$ cat src/logic/lbcp_pkg.sv
// package for the link byte command parser: codes, fields, reset values
// assumes the parser sees one received byte per rx_valid strobe
package lbcp_pkg;
  // header fields
  localparam int          CLASS_HI       = 7;                 // class field top bit
  localparam int          CLASS_LO       = 6;                 // class field low bit
  localparam logic [1:0]  CLASS_DATA     = 2'h1;              // data read/write class
  localparam logic [1:0]  CLASS_SEQ      = 2'h2;              // stored sequence class
  localparam int          BIT_WRITE      = 5;                 // direction bit
  localparam int          BIT_STORED     = 4;                 // stored_data_flag
  localparam int          BIT_POSTINC    = 3;                 // post_increment_bit
  localparam int          BIT_ADDRLEN    = 2;                 // address_length_bit
  localparam int          SEQ_NUM_W      = 6;                 // 64 sequences
  // local read codes
  localparam logic [7:0]  RD_UNIT_ADDR   = 8'hC0;
  localparam logic [7:0]  RD_STATUS      = 8'hC1;
  localparam logic [7:0]  RD_CRC_EN      = 8'hC2;
  localparam logic [7:0]  RD_CRC_CNT     = 8'hC3;
  localparam logic [7:0]  RD_SEQMEM      = 8'hCA;
  localparam logic [7:0]  RD_TIMEOUT     = 8'hCB;
  localparam logic [7:0]  RD_NAME0       = 8'hD0;
  localparam logic [7:0]  RD_NAME3       = 8'hD3;
  localparam logic [7:0]  RD_CFG0        = 8'hD5;
  localparam logic [7:0]  RD_CFG2        = 8'hD7;
  localparam logic [7:0]  RD_ADDR_LO     = 8'hD8;
  localparam logic [7:0]  RD_ADDR_HI     = 8'hD9;
  localparam logic [7:0]  RD_VERSION     = 8'hDA;
  localparam logic [7:0]  RD_UNIT_ID     = 8'hDB;
  localparam logic [7:0]  RD_PITCH       = 8'hDC;
  localparam logic [7:0]  RD_SIZE_LO     = 8'hDD;
  localparam logic [7:0]  RD_SIZE_HI     = 8'hDE;
  localparam logic [7:0]  RD_CHECK       = 8'hDF;
  // local write codes
  localparam logic [7:0]  WR_STATUS      = 8'hE1;
  localparam logic [7:0]  WR_CRC_EN      = 8'hE2;
  localparam logic [7:0]  WR_CRC_CNT     = 8'hE3;
  localparam logic [7:0]  WR_SEQMEM      = 8'hEA;
  localparam logic [7:0]  WR_TIMEOUT     = 8'hEB;
  localparam logic [7:0]  WR_LEDS        = 8'hF7;
  localparam logic [7:0]  WR_ADDR_LO     = 8'hF8;
  localparam logic [7:0]  WR_ADDR_HI     = 8'hF9;
  localparam logic [7:0]  WR_ADDR_ADD    = 8'hFA;
  localparam logic [7:0]  WR_UNIT_ID     = 8'hFD;
  localparam logic [7:0]  WR_PROC_RESET  = 8'hFE;
  localparam logic [7:0]  WR_PARSE_RESET = 8'hFF;
  localparam logic [7:0]  CHECK_BYTE     = 8'h5A;             // check byte and reset key
  // status bits
  localparam int          ST_TIMEOUT     = 6;
  localparam int          ST_PROTECT     = 5;
  localparam int          ST_OVERFLOW    = 4;
  localparam int          ST_WATCHDOG    = 3;
  localparam int          ST_CRC         = 0;
  localparam logic [7:0]  STATUS_MASK    = 8'h79;             // implemented status bits
  // reset and constant values
  localparam logic [7:0]  TIMEOUT_RST    = 8'hFF;             // character times
  localparam logic [7:0]  TIMEOUT_DIV    = 8'h0A;             // read scale
  localparam logic [7:0]  VERSION_VAL    = 8'h01;             // arbitrary value
  localparam logic [7:0]  UNIT_ID_RST    = 8'h00;
  localparam logic [7:0]  PITCH_VAL      = 8'h08;
  localparam logic [15:0] TABLE_SIZE_VAL = 16'h0200;
  localparam logic [31:0] CARD_NAME      = 32'h4B524158;      // arbitrary value
  localparam logic [23:0] CFG_NAME       = 24'h474643;        // arbitrary value
  // parser states
  typedef enum logic [5:0] {
    LBCP_IDLE   = 6'h01,                                      // waiting for header
    LBCP_ADR_LO = 6'h02,                                      // address low byte
    LBCP_ADR_HI = 6'h04,                                      // address high byte
    LBCP_WDATA  = 6'h08,                                      // data write bytes
    LBCP_RDATA  = 6'h10,                                      // data read bytes
    LBCP_LOCWR  = 6'h20                                       // local write data
  } lbcp_state_t;
endpackage : lbcp_pkg

$ cat src/logic/lbcp_addr_unit.sv
// address pointer with load, add and post increment
// assumes at most one update request per cycle
`timescale 1ns/1ps
module lbcp_addr_unit (
  // clock and reset
  input  wire logic        clk,
  input  wire logic        rst,
  // updates
  input  wire logic        load_lo,
  input  wire logic        load_hi,
  input  wire logic        add_en,
  input  wire logic [7:0]  value,
  // pointer
  output logic      [15:0] addr
);
  logic [15:0] addr_q;                          // pointer register
  logic [15:0] addr_d;                          // next pointer
  // next pointer
  always_comb
  begin
    addr_d = addr_q;
    if (load_lo)
    begin
      addr_d = {addr_q[15:8], value};
    end
    else if (load_hi)
    begin
      addr_d = {value, addr_q[7:0]};
    end
    else if (add_en)
    begin
      addr_d = addr_q + {8'h00, value};
    end
  end
  // register
  always_ff @(posedge clk or posedge rst)
  begin
    if (rst)
    begin
      addr_q <= 16'h0000;
    end
    else
    begin
      addr_q <= addr_d;
    end
  end
  assign addr = addr_q;
endmodule : lbcp_addr_unit

$ cat src/logic/lbcp_local_read.sv
// local read code lookup: one byte for each local read code
// assumes code is the received byte, unit_addr a parser input, and all other inputs registered state of the parser
`timescale 1ns/1ps
module lbcp_local_read (
  // request
  input  wire logic [7:0]  code,
  // state to report
  input  wire logic [7:0]  unit_addr,
  input  wire logic [7:0]  status,
  input  wire logic [7:0]  crc_count,
  input  wire logic        seq_mem,
  input  wire logic [7:0]  timeout,
  input  wire logic [15:0] addr,
  input  wire logic [7:0]  unit_id,
  // answer
  output logic      [7:0]  data
);
  // pick the byte, reserved codes answer zero
  always_comb
  begin
    data = 8'h00;
    case (code)
      lbcp_pkg::RD_UNIT_ADDR: data = unit_addr;
      lbcp_pkg::RD_STATUS:    data = status & lbcp_pkg::STATUS_MASK;
      lbcp_pkg::RD_CRC_EN:    data = 8'h01;
      lbcp_pkg::RD_CRC_CNT:   data = crc_count;
      lbcp_pkg::RD_SEQMEM:    data = {7'h00, seq_mem};
      lbcp_pkg::RD_TIMEOUT:   data = timeout / lbcp_pkg::TIMEOUT_DIV;
      lbcp_pkg::RD_ADDR_LO:   data = addr[7:0];
      lbcp_pkg::RD_ADDR_HI:   data = addr[15:8];
      lbcp_pkg::RD_VERSION:   data = lbcp_pkg::VERSION_VAL;
      lbcp_pkg::RD_UNIT_ID:   data = unit_id;
      lbcp_pkg::RD_PITCH:     data = lbcp_pkg::PITCH_VAL;
      lbcp_pkg::RD_SIZE_LO:   data = lbcp_pkg::TABLE_SIZE_VAL[7:0];
      lbcp_pkg::RD_SIZE_HI:   data = lbcp_pkg::TABLE_SIZE_VAL[15:8];
      lbcp_pkg::RD_CHECK:     data = lbcp_pkg::CHECK_BYTE;
      default:
      begin
        // name characters, else reserved zero
        if (code >= lbcp_pkg::RD_NAME0 && code <= lbcp_pkg::RD_NAME3)
        begin
          data = lbcp_pkg::CARD_NAME[8*code[1:0] +: 8];
        end
        else if (code >= lbcp_pkg::RD_CFG0 && code <= lbcp_pkg::RD_CFG2)
        begin
          data = lbcp_pkg::CFG_NAME[8*(code[1:0]-2'h1) +: 8];
        end
        else
        begin
          data = 8'h00;
        end
      end
    endcase
  end
endmodule : lbcp_local_read

$ cat src/logic/lbcp_parser.sv
// link byte command parser: header decode, data access, local commands
// assumes bytes arrive already framed; crc and memory live outside
`timescale 1ns/1ps
// Functional notes
// - header class 01b is data access
// - bit 5 set writes, clear reads
// - bit 4 picks stored data in sequences
// - bit 3 post increments pointer by length
// - bit 2 adds two address bytes
// - low bits give 1,2,4,8 bytes
// - ascending addresses; pointer kept unless increment
// - sequence byte runs one of 64 lists
// - C0 unit address, C1 status byte
// - status bits 6,5,4,3,0; others reserved
// - C2 always returns 01; E2 crc enable; C3/E3 crc count
// - CA/EA sequence memory access flag
// - EB writes timeout, CB reads it divided by ten
// - D0-D3 card name, D5-D7 configuration
// - D8/D9 pointer, DA version, DB id
// - DC pitch, DD/DE table size
// - DF always returns 5A
// - local writes take one byte, except FF
// - E1 loads status, zero clears errors
// - F8/F9 pointer, FA adds, F7 leds
// - FD stores new unit identifier
// - FE resets on 5A; FF resets parser only when received while idle
module lbcp_parser (
  // clock and reset
  input  wire logic        clk,
  input  wire logic        rst,
  // received byte stream
  input  wire logic        rx_valid,
  input  wire logic [7:0]  rx_data,
  input  wire logic        in_sequence,
  input  wire logic [7:0]  stored_byte,
  // transmit byte stream
  output logic             tx_valid,
  output logic      [7:0]  tx_data,
  // data memory port
  output logic             mem_we,
  output logic             mem_re,
  output logic      [15:0] mem_addr,
  output logic      [7:0]  mem_wdata,
  input  wire logic [7:0]  mem_rdata,
  // stored sequence start
  output logic             seq_start,
  output logic      [5:0]  seq_num,
  // error events
  input  wire logic [7:0]  err_set,
  input  wire logic        crc_err,
  // configuration and indicators
  input  wire logic [7:0]  unit_addr,
  output logic             crc_check_en,
  output logic             seq_mem_access,
  output logic      [7:0]  timeout_chars,
  output logic      [7:0]  leds,
  output logic      [7:0]  unit_id,
  output logic             proc_reset,
  output logic      [15:0] addr_ptr
);
  // parser state
  lbcp_pkg::lbcp_state_t state_q, state_d;      // parser state
  logic [7:0]  hdr_q, hdr_d;                    // captured header or local code
  logic [15:0] cur_q, cur_d;                    // running access address
  logic [3:0]  left_q, left_d;                  // bytes left in access
  // configuration and status
  logic [7:0]  status_q, status_d;              // error flags
  logic [7:0]  crc_cnt_q, crc_cnt_d;            // crc error count
  logic        crc_en_q, crc_en_d;              // crc check enable
  logic        seqmem_q, seqmem_d;              // sequence memory access
  logic [7:0]  tmo_q, tmo_d;                    // timeout in chars
  logic [7:0]  leds_q, leds_d;                  // indicator leds
  logic [7:0]  uid_q, uid_d;                    // unit identifier
  // output registers
  logic        txv_q, txv_d;
  logic [7:0]  txd_q, txd_d;
  logic        we_q, we_d;
  logic        re_q, re_d;
  logic [15:0] ma_q, ma_d;
  logic [7:0]  wd_q, wd_d;
  logic        seq_q, seq_d;
  logic [5:0]  sn_q, sn_d;
  logic        prst_q, prst_d;
  // helpers
  logic        ptr_lo, ptr_hi, ptr_add;         // pointer updates
  logic [7:0]  ptr_val;                         // pointer update value
  logic [15:0] ptr;                             // current pointer
  logic [7:0]  local_rd;                        // local read answer
  logic [7:0]  wbyte;                           // write data source

  // transfer length in bytes from the header
  function automatic logic [3:0] xfer_len(input logic [7:0] h);
    xfer_len = 4'h1 << h[1:0];
  endfunction : xfer_len

  // pointer unit
  lbcp_addr_unit u_addr (
    .clk     (clk),
    .rst     (rst),
    .load_lo (ptr_lo),
    .load_hi (ptr_hi),
    .add_en  (ptr_add),
    .value   (ptr_val),
    .addr    (ptr)
  );

  // local read lookup
  lbcp_local_read u_lrd (
    .code      (rx_data),
    .unit_addr (unit_addr),
    .status    (status_q),
    .crc_count (crc_cnt_q),
    .seq_mem   (seqmem_q),
    .timeout   (tmo_q),
    .addr      (ptr),
    .unit_id   (uid_q),
    .data      (local_rd)
  );

  // stored data only counts inside a sequence
  assign wbyte = (in_sequence && hdr_q[lbcp_pkg::BIT_STORED]) ? stored_byte : rx_data;

  // next state of parser and registers
  always_comb
  begin
    state_d   = state_q;
    hdr_d     = hdr_q;
    cur_d     = cur_q;
    left_d    = left_q;
    status_d  = status_q | (err_set & lbcp_pkg::STATUS_MASK);
    crc_cnt_d = crc_cnt_q;
    crc_en_d  = crc_en_q;
    seqmem_d  = seqmem_q;
    tmo_d     = tmo_q;
    leds_d    = leds_q;
    uid_d     = uid_q;
    txv_d     = 1'b0;
    txd_d     = txd_q;
    we_d      = 1'b0;
    re_d      = 1'b0;
    ma_d      = ma_q;
    wd_d      = wd_q;
    seq_d     = 1'b0;
    sn_d      = sn_q;
    prst_d    = 1'b0;
    ptr_lo    = 1'b0;
    ptr_hi    = 1'b0;
    ptr_add   = 1'b0;
    ptr_val   = rx_data;
    // memory answers combinationally while its read strobe stands
    if (re_q)
    begin
      txv_d = 1'b1;
      txd_d = mem_rdata;
    end
    if (crc_err)
    begin
      crc_cnt_d = crc_cnt_q + 8'h01;
    end
    if (rx_valid)
    begin
      case (state_q)
        lbcp_pkg::LBCP_IDLE:
        begin
          hdr_d  = rx_data;
          cur_d  = ptr;
          left_d = xfer_len(rx_data);
          if (rx_data[lbcp_pkg::CLASS_HI:lbcp_pkg::CLASS_LO] == lbcp_pkg::CLASS_DATA)
          begin
            if (rx_data[lbcp_pkg::BIT_ADDRLEN])
            begin
              state_d = lbcp_pkg::LBCP_ADR_LO;
            end
            else if (rx_data[lbcp_pkg::BIT_WRITE])
            begin
              state_d = lbcp_pkg::LBCP_WDATA;
            end
            else
            begin
              state_d = lbcp_pkg::LBCP_RDATA;
            end
          end
          else if (rx_data[lbcp_pkg::CLASS_HI:lbcp_pkg::CLASS_LO] == lbcp_pkg::CLASS_SEQ)
          begin
            seq_d = 1'b1;
            sn_d  = rx_data[lbcp_pkg::SEQ_NUM_W-1:0];
          end
          else if (rx_data[7:5] == 3'h6)
          begin
            txv_d = 1'b1;
            txd_d = local_rd;
          end
          else if (rx_data[7:5] == 3'h7)
          begin
            // local write: wait for its byte, except parser reset
            if (rx_data != lbcp_pkg::WR_PARSE_RESET)
            begin
              state_d = lbcp_pkg::LBCP_LOCWR;
            end
            else
            begin
              state_d = lbcp_pkg::LBCP_IDLE;
            end
          end
        end
        lbcp_pkg::LBCP_ADR_LO:
        begin
          cur_d   = {cur_q[15:8], rx_data};
          ptr_lo  = hdr_q[lbcp_pkg::BIT_POSTINC];               // pointer follows address when post increment set
          state_d = lbcp_pkg::LBCP_ADR_HI;
        end
        lbcp_pkg::LBCP_ADR_HI:
        begin
          cur_d   = {rx_data, cur_q[7:0]};
          ptr_hi  = hdr_q[lbcp_pkg::BIT_POSTINC];               // pointer follows address when post increment set
          state_d = hdr_q[lbcp_pkg::BIT_WRITE] ? lbcp_pkg::LBCP_WDATA : lbcp_pkg::LBCP_RDATA;
        end
        lbcp_pkg::LBCP_WDATA:
        begin
          we_d   = 1'b1;
          ma_d   = cur_q;
          wd_d   = wbyte;
          cur_d  = cur_q + 16'h0001;
          left_d = left_q - 4'h1;
          if (left_q == 4'h1)
          begin
            state_d = lbcp_pkg::LBCP_IDLE;
            ptr_add = hdr_q[lbcp_pkg::BIT_POSTINC];
            ptr_val = {4'h0, xfer_len(hdr_q)};
          end
        end
        lbcp_pkg::LBCP_LOCWR:
        begin
          state_d = lbcp_pkg::LBCP_IDLE;
          case (hdr_q)
            lbcp_pkg::WR_STATUS:  status_d  = (rx_data & lbcp_pkg::STATUS_MASK)
                                              | (err_set & lbcp_pkg::STATUS_MASK);
            lbcp_pkg::WR_CRC_EN:  crc_en_d  = (rx_data != 8'h00);
            lbcp_pkg::WR_CRC_CNT: crc_cnt_d = rx_data;
            lbcp_pkg::WR_SEQMEM:  seqmem_d  = (rx_data != 8'h00);
            lbcp_pkg::WR_TIMEOUT: tmo_d     = rx_data;
            lbcp_pkg::WR_LEDS:    leds_d    = rx_data;
            lbcp_pkg::WR_ADDR_LO: ptr_lo    = 1'b1;
            lbcp_pkg::WR_ADDR_HI: ptr_hi    = 1'b1;
            lbcp_pkg::WR_ADDR_ADD: ptr_add  = 1'b1;
            lbcp_pkg::WR_UNIT_ID: uid_d     = rx_data;
            lbcp_pkg::WR_PROC_RESET: prst_d = (rx_data == lbcp_pkg::CHECK_BYTE);
            default: state_d = lbcp_pkg::LBCP_IDLE;
          endcase
        end
        default:
        begin
          state_d = state_q;
        end
      endcase
    end
    // read bytes are paced by the parser, not by rx
    if (state_q == lbcp_pkg::LBCP_RDATA)
    begin
      re_d   = 1'b1;
      ma_d   = cur_q;
      cur_d  = cur_q + 16'h0001;
      left_d = left_q - 4'h1;
      if (left_q == 4'h1)
      begin
        state_d = lbcp_pkg::LBCP_IDLE;
        ptr_add = hdr_q[lbcp_pkg::BIT_POSTINC];
        ptr_val = {4'h0, xfer_len(hdr_q)};
      end
    end
    // parser reset code returns to idle only when received while idle, not during a command
    if (rx_valid && rx_data == lbcp_pkg::WR_PARSE_RESET && state_q == lbcp_pkg::LBCP_IDLE)
    begin
      state_d = lbcp_pkg::LBCP_IDLE;
    end
    if (prst_d)
    begin
      status_d  = err_set & lbcp_pkg::STATUS_MASK;              // new error wins
      crc_cnt_d = 8'h00;
      seqmem_d  = 1'b0;
    end
  end

  // registers
  always_ff @(posedge clk or posedge rst)
  begin
    if (rst)
    begin
      state_q   <= lbcp_pkg::LBCP_IDLE;
      hdr_q     <= 8'h00;
      cur_q     <= 16'h0000;
      left_q    <= 4'h0;
      status_q  <= 8'h00;
      crc_cnt_q <= 8'h00;
      crc_en_q  <= 1'b1;
      seqmem_q  <= 1'b0;
      tmo_q     <= lbcp_pkg::TIMEOUT_RST;
      leds_q    <= 8'h00;
      uid_q     <= lbcp_pkg::UNIT_ID_RST;
      txv_q     <= 1'b0;
      txd_q     <= 8'h00;
      we_q      <= 1'b0;
      re_q      <= 1'b0;
      ma_q      <= 16'h0000;
      wd_q      <= 8'h00;
      seq_q     <= 1'b0;
      sn_q      <= 6'h00;
      prst_q    <= 1'b0;
    end
    else
    begin
      state_q   <= state_d;
      hdr_q     <= hdr_d;
      cur_q     <= cur_d;
      left_q    <= left_d;
      status_q  <= status_d;
      crc_cnt_q <= crc_cnt_d;
      crc_en_q  <= crc_en_d;
      seqmem_q  <= seqmem_d;
      tmo_q     <= tmo_d;
      leds_q    <= leds_d;
      uid_q     <= uid_d;
      txv_q     <= txv_d;
      txd_q     <= txd_d;
      we_q      <= we_d;
      re_q      <= re_d;
      ma_q      <= ma_d;
      wd_q      <= wd_d;
      seq_q     <= seq_d;
      sn_q      <= sn_d;
      prst_q    <= prst_d;
    end
  end

  // outputs
  assign tx_valid       = txv_q;
  assign tx_data        = txd_q;
  assign mem_we         = we_q;
  assign mem_re         = re_q;
  assign mem_addr       = ma_q;
  assign mem_wdata      = wd_q;
  assign seq_start      = seq_q;
  assign seq_num        = sn_q;
  assign crc_check_en   = crc_en_q;
  assign seq_mem_access = seqmem_q;
  assign timeout_chars  = tmo_q;
  assign leds           = leds_q;
  assign unit_id        = uid_q;
  assign proc_reset     = prst_q;
  assign addr_ptr       = ptr;
endmodule : lbcp_parser

$ cat config.mk
export PLATFORM = sky130hd
export DESIGN_NAME = lbcp_parser
export DESIGN_NICKNAME = d
export VERILOG_FILES = /design/src/logic/lbcp_pkg.sv /design/src/logic/lbcp_addr_unit.sv /design/src/logic/lbcp_local_read.sv /design/src/logic/lbcp_parser.sv
export SDC_FILE = /design/constraint.sdc
export NUM_CORES = 1
export LEC_CHECK = 0
export BUFFER_PORTS_ARGS = -buffer_cell sky130_fd_sc_hd__buf_2
export CAP_MARGIN = 20
export CORE_MARGIN = 5
export CORE_UTILIZATION = 38
export CTS_CLUSTER_DIAMETER = 40
export CTS_CLUSTER_SIZE = 30
export DETAILED_ROUTE_END_ITERATION = 8
export SLEW_MARGIN = 20
export SYNTH_ARGS = -nofsm -noshare
export SYNTH_HDL_FRONTEND = slang
export SYNTH_HIERARCHICAL = 1
export SYNTH_SLANG_ARGS = --single-unit
$ cat constraint.sdc
create_clock -name clk -period 4.2 [get_ports clk]
set_input_delay 0.42 -clock clk [delete_from_list [all_inputs] [get_ports clk]]
set_output_delay 0.42 -clock clk [all_outputs]
set_load 0.03 [all_outputs]
==> results.env, run 1 <==
RUN_STATUS='complete, no violations'
ROUTE.ANTENNA.REMAINING_NETS=0
GRTUSAGEMET1_PCT=29.3
WORST_PIN_SLEW_NS=0.968
GR-USAGE-ALL-LAYERS_PCT=20.9
OVERFLOW=0
TOTALNEGATIVESETUPSLACK_NS=0
DRT_WIRELENGTH_MM=26.9
POST_ROUTE_CELLS_DRIVE_ABOVE_1_SHARE_PCT=25.3
FIRST_GLOBAL_VIAS=7419
HOLD_SLACK_NS=0.109
POWER_DENSITY_nW_PER_UM2=644
DATA_ARRIVAL_TIME_OF_THE_CRITICAL_PATH_NS=4.09
REGTOREGSETUPSLACK_NS=0.43
GLOBALROUTEMET2UTIL_PCT=32.8
DRT_DRC_VIOLATIONS_LEFT=0
FMAX_MHz=265
WORSTSETUPPATHTYPE='flop to flop'
GP_CONGESTION=0.913
PIN_COUNT=130
MAX_SLEW_MARGIN_PCT=35.1
PORT-BUFFER-COUNT=126
TIMING.REG2REG.WORST_PATH_DEPTH=14
CTS_ROOT_BUF='clkbuf_16'
CP-START-KIND='flop'
POST_SYNTH_DESIGN_CELL_AREA_UM2=8430
WL_PER_CELL_UM=20.5
FLOORPLAN.CORE_AREA_UM2=21800
CTS.REPORTEDPATHS.CLKPINSLEW_NS=0.07
FINAL_SETUP_FAILS=0
SYN-INSTANCE-COUNT=914
RSZ_0062_RAISED_AFTER_GLOBAL_ROUTING='no'
DIE-AREA_UM2=25300
DR.FIRST_ITER.DRC_COUNT=761
GR-USAGE-MET3_PCT=4.01
CRITICAL_PATH_REQUIRED_NS=4.52
SYNTH_FP_NETS=979
PEAKVDDDROP_mV=0.397
NUMCTSBUFFERS=17
PRE_CTS_WS_NS=0.421
R2R_END='u_addr/addr[10]'
CLKSINKCOUNT=132
PERIOD_UTILIZATION_POST_ROUTE_PCT=89.8
CTS-HOLD-FIX-BUFFERS=0
INITIAL_ANTENNA_VIOLATION_COUNT=0
FINALHOLDVIOLCOUNT=0
FINALCLOCKSKEW_NS=0.00997
END_KIND='flop'
MAX_ROOT_SINK_BUFFERS=2
CTS_TREE='done'
MAX_CAP_VIOL_COUNT=0
FINAL_PERIOD_MINUS_WORST_SETUP_SLACK_NS=3.77
INITIAL_UTILIZATION_PCT=38.6
TIMING.FINAL.WS_SETUP_NS=0.427
CTS_SETUP_BUFFERS=0
GRT_MAX_DEGREE=72
HOLDCRITPATHCLASS='primary input to asynchronous set/reset pin'
NUM_VIAS=7681
SYNTHESIS.AREA_PER_INSTANCE_UM2=9.23
TOTAL_POWER_mW=6.37
FLOORPLAN.ROWS=54
PATH_MAX_FANOUT=6
POSTCTSRESIZEDCELLS=0
NNETSFINAL=1088
SYNTH-WARNING-COUNT=6
LEAKAGEPOWER_nW=4.54
CRIT-REG2REG-LAUNCH='state_q[0]'
DIEWIDTH_UM=159
POST-ROUTE-UTIL_PCT=45.3
GRT_BUSIEST_LAYER='met2'
GRT_PASS1_WL_MM=42.7
CHIPHEIGHT_UM=159
VIA_PER_INST=5.84
DRV_SLEW=0
ANTENNA_CELLS_INSERTED=0
INSERTION_DELAY_NS=0.44
AREA_GROWTH_SYN_TO_LAYOUT_PCT=17.2
DETAILEDROUTE.FIRSTPASSITERATIONCOUNT=6
H-TREE-DEPTH=4
DP_HPWL_MM=19.0
per-stage QoR:
step | cell area [um^2] | instances
floorplan | 8430 | 914
global placement | 9300 | 1284
detailed placement | 9300 | 1284
CTS | 9880 | 1316
global route | 9880 | 1316
finish | 9880 | 1316
layout by cell type (no fill, tap or decap), drive strengths merged, types with 18 or more instances in the layout:
cell type and count:
buf 149, dfrtp 122, nand2 87, nor2 81
o21ai 57, a21oi 48, mux2 42, inv 38
nand3 25, nor3 25, a211oi 25, mux2i 24
ha 19, clkbuf 18
registers in the layout, summed over array words and instances, names as in the netlist, 4 cells and up:
register,flops
seq_num,6
tx_data,8
status_q,5
u_addr/addr,16
hdr_q,8
unit_id,8
crc_cnt_q,8
cur_q,16
leds,8
timeout_chars,8
left_q,4
state_q,6
mem_addr,16
mem_wdata,8
report_power, final:
group,switching (mW),internal [mW],leakage [nW],total [mW]
combinational,1.71,1.01,2.59,2.72
sequential,0.489,1.65,1.65,2.14
clock,0.661,0.848,0.288,1.51
total,2.86,3.50,4.54,6.37
routing by layer:
| layer | up-vias | share of wire, % | wire length, um |
|---|---|---|---|
| met1 | 3717 | 45 | 12100 |
| met4 | 0 | 2.2 | 604 |
| met3 | 42 | 6.8 | 1820 |
| met5 | - | 0 | 0 |
| li1 | 3643 | - | - |
| met2 | 279 | 46 | 12300 |
worst max-delay path: stages, from the launching register on:
cell,delay (ns)
dfstp_2,0.37
or4_4,0.57
or3b_1,0.57
inv_6,0.10
o21ai_1,0.11
mux2_2,0.28
ha_1,0.17
inv_1,0.06
fa_1,0.40
nand2b_1,0.19
a211oi_2,0.26
a211oi_4,0.11
nor3b_2,0.21
mux2i_1,0.20
nand2_1,0.07
cell type report:
| class | instances | area (um^2) |
|---|---|---|
| clock buffer | 18 | 429 |
| inverter | 27 | 109 |
| tap | 280 | 350 |
| timing repair buffer | 149 | 803 |
| clock inverter | 14 | 158 |
| multi-input combinational | 696 | 4720 |
| fill | 2136 | 11900 |
| sequential | 132 | 3320 |
how the worst max path moves through the flow:
stage	cells past startpoint	slack (ns)	to	from
floorplan	16	0.50	u_addr/addr[10]	state_q[2]
global placement	14	0.45	u_addr/addr[10]	state_q[0]
detailed placement	14	0.42	u_addr/addr[10]	state_q[0]
CTS	14	0.41	u_addr/addr[10]	state_q[0]
global route	14	0.19	u_addr/addr[10]	state_q[1]
finish	14	0.43	u_addr/addr[10]	state_q[0]
Power figures use the tool's default switching activity.
==> run 2, diff against run 1 <==
--- a/config.mk
+++ b/config.mk
@@ -9,7 +9,7 @@
 export CAP_MARGIN = 20
 export CORE_MARGIN = 5
 export CORE_UTILIZATION = 38
-export CTS_CLUSTER_DIAMETER = 40
+export CTS_BUF_LIST = sky130_fd_sc_hd__clkbuf_16
 export CTS_CLUSTER_SIZE = 30
 export DETAILED_ROUTE_END_ITERATION = 8
 export SLEW_MARGIN = 20
==> results.env, run 2 (synthesized netlist as in run 1, its figures left out) <==
PERIOD_UTILIZATION_POST_ROUTE_PCT=89.8  # about the same
REGTOREGSETUPSLACK_NS=0.43  # about the same
H-TREE-DEPTH=4  # unchanged
MOST-COMMON-LAYOUT-CELLS='buf_2 (126), dfrtp_1 (122), nand2_1 (87), nor2_1 (78), o21ai_0 (50)'
MULTI_INPUT_GATE_AREA_UM2=4720  # unchanged
PEAKVDDDROP_mV=0.397  # about the same
HOLDCRITPATHCLASS='primary input to asynchronous set/reset pin'
CP-START-KIND='flop'
DR.FIRST_ITER.DRC_COUNT=761  # unchanged
CTS_TREE='done'
DRT_WIRELENGTH_MM=26.9  # about the same
RSZ_0062_RAISED_AFTER_GLOBAL_ROUTING='no'
GR-USAGE-ALL-LAYERS_PCT=20.9  # unchanged
FINAL_SETUP_FAILS=0  # unchanged
FLOORPLAN.CORE_AREA_UM2=21800  # unchanged
INSERTION_DELAY_NS=0.43  # about the same
CRITICAL_PATH_REQUIRED_NS=4.52  # about the same
DIE-AREA_UM2=25300  # unchanged
R2R_END='u_addr/addr[10]'
DP_HPWL_MM=19.0  # unchanged
PORT-BUFFER-COUNT=126  # unchanged
FINALCLOCKSKEW_NS=0.00997  # -0.00000480 ns
FLOORPLAN.ROWS=54  # unchanged
CHIPHEIGHT_UM=159  # unchanged
GLOBALROUTEMET2UTIL_PCT=32.8  # unchanged
FINAL_PERIOD_MINUS_WORST_SETUP_SLACK_NS=3.77  # -0.00104 ns
PATH_MAX_FANOUT=6  # unchanged
FINALHOLDVIOLCOUNT=0  # unchanged
GRTUSAGEMET1_PCT=29.3  # unchanged
ROUTE.ANTENNA.REMAINING_NETS=0  # unchanged
WORSTSETUPPATHTYPE='flop to flop'
CTS_ROOT_BUF='clkbuf_16'
RUN_STATUS='complete, no violations'
GR-USAGE-MET3_PCT=4.01  # unchanged
INITIAL_UTILIZATION_PCT=38.6  # unchanged
CELL_AREA_REPORTED_AFTER_DETAILED_PLACEMENT_UM2=9300  # unchanged
TIMING.REG2REG.WORST_PATH_DEPTH=14  # unchanged
MAX_CAP_VIOL_COUNT=0  # unchanged
POSTCTSRESIZEDCELLS=0  # unchanged
POWER_DENSITY_nW_PER_UM2=644  # about the same
DATA_ARRIVAL_TIME_OF_THE_CRITICAL_PATH_NS=4.09  # about the same
GRT_BUSIEST_LAYER='met2'
DRV_SLEW=0  # unchanged
FINAL-INSTANCE-COUNT-EXCL-FILL=1316  # unchanged
CTS-HOLD-FIX-BUFFERS=0  # unchanged
PRE_CTS_WS_NS=0.421  # unchanged
DRT_DRC_VIOLATIONS_LEFT=0  # unchanged
FMAX_MHz=265  # about the same
MAX_SLEW_MARGIN_PCT=35.4  # +0.34 points
LEAKAGEPOWER_nW=4.54  # about the same
LAYOUT.CELLS.MOST_COMMON='buf_2'
ANTENNA_CELLS_INSERTED=0  # unchanged
PLACED_CELLS_INCL_TAPS=1284  # unchanged
GRT_PASS1_WL_MM=42.7  # unchanged
FINAL_AREA_UM2=9880  # unchanged
TOTALNEGATIVESETUPSLACK_NS=0  # unchanged
AREA_GROWTH_SYN_TO_LAYOUT_PCT=17.2  # unchanged
MAX_ROOT_SINK_BUFFERS=2  # unchanged
TIMING.FINAL.WS_SETUP_NS=0.428  # +0.00104 ns
NUM_VIAS=7696  # +0.20%
WL_PER_CELL_UM=20.5  # about the same
POST_ROUTE_CELLS_DRIVE_ABOVE_1_SHARE_PCT=25.3  # unchanged
NUMCTSBUFFERS=17  # unchanged
FIRST_GLOBAL_VIAS=7419  # unchanged
NFILLCELLS=2136  # unchanged
INITIAL_ANTENNA_VIOLATION_COUNT=0  # unchanged
VIA_PER_INST=5.85  # +0.20%
GRT_MAX_DEGREE=72  # unchanged
END_KIND='flop'
CTS_SETUP_BUFFERS=0  # unchanged
WORST_PIN_SLEW_NS=0.963  # -0.00504 ns
DIEWIDTH_UM=159  # unchanged
DETAILEDROUTE.FIRSTPASSITERATIONCOUNT=6  # unchanged
CRIT-REG2REG-LAUNCH='state_q[0]'
CLKSINKCOUNT=132  # unchanged
GP_CONGESTION=0.913  # unchanged
NNETSFINAL=1088  # unchanged
PIN_COUNT=130  # unchanged
CTS.REPORTEDPATHS.CLKPINSLEW_NS=0.07  # about the same
OVERFLOW=0  # unchanged
FF_LATCH_AREA_UM2=3320  # unchanged
## run 2: cell count changes in the layout (fill, tap and decap cells not counted)
cell      delta
clkbuf_1     -1
inv_1        +1
## run 2: power breakdown
group / internal (mW) / total, mW / switching [mW]
logic: 1.01 / 2.72 / 1.71
registers: 1.65 / 2.14 / 0.489
clock network: 0.846 / 1.51 / 0.662
## run 2: area by class of cell
class,instances,area share [%]
Clock buffer,17,4.30
Inverter,27,1.10
Clock inverter,15,1.63
Multi-Input combinational cell,696,47.7
Timing Repair Buffer,149,8.13
Tap cell,280,3.54
Sequential cell,132,33.5
## run 2: how the worst max path moves through the flow
stage | from | endpoint | slack (ns)
4_1_cts | state_q[0] | u_addr/addr[10] | 0.41
5_1_grt | state_q[1] | u_addr/addr[10] | 0.19
2_1_floorplan | state_q[2] | u_addr/addr[10] | 0.50
3_5_place_dp | state_q[0] | u_addr/addr[10] | 0.42
3_3_place_gp | state_q[0] | u_addr/addr[10] | 0.45
6_report | state_q[0] | u_addr/addr[10] | 0.43
## run 2: critical path: stages, from the launching register on
cell and delay, ns:
dfstp_2 0.37, or4_4 0.57, or3b_1 0.57, inv_6 0.10
o21ai_1 0.11, mux2_2 0.28, ha_1 0.17, inv_1 0.06
fa_1 0.40, nand2b_1 0.19, a211oi_2 0.26, a211oi_4 0.11
nor3b_2 0.21, mux2i_1 0.20, nand2_1 0.07
## run 2: metrics by stage
stage / utilization (%) / hold WS [ns] / total power [mW]
final: 45.3 / 0.111 / 6.36
after floorplan: - / 0.334 / 4.06
after global routing: 45.3 / 0.158 / 6.77
after global placement: 42.6 / 0.464 / 4.84
after CTS: 45.3 / 0.125 / 6.38
after detailed placement: 42.6 / 0.468 / 4.87
## run 2: metal layers
layer	routed length, um	up-vias
li1	-	3643
met1	12200	3717
met2	12300	290
met3	1810	46
met4	613	0
met5	0	-
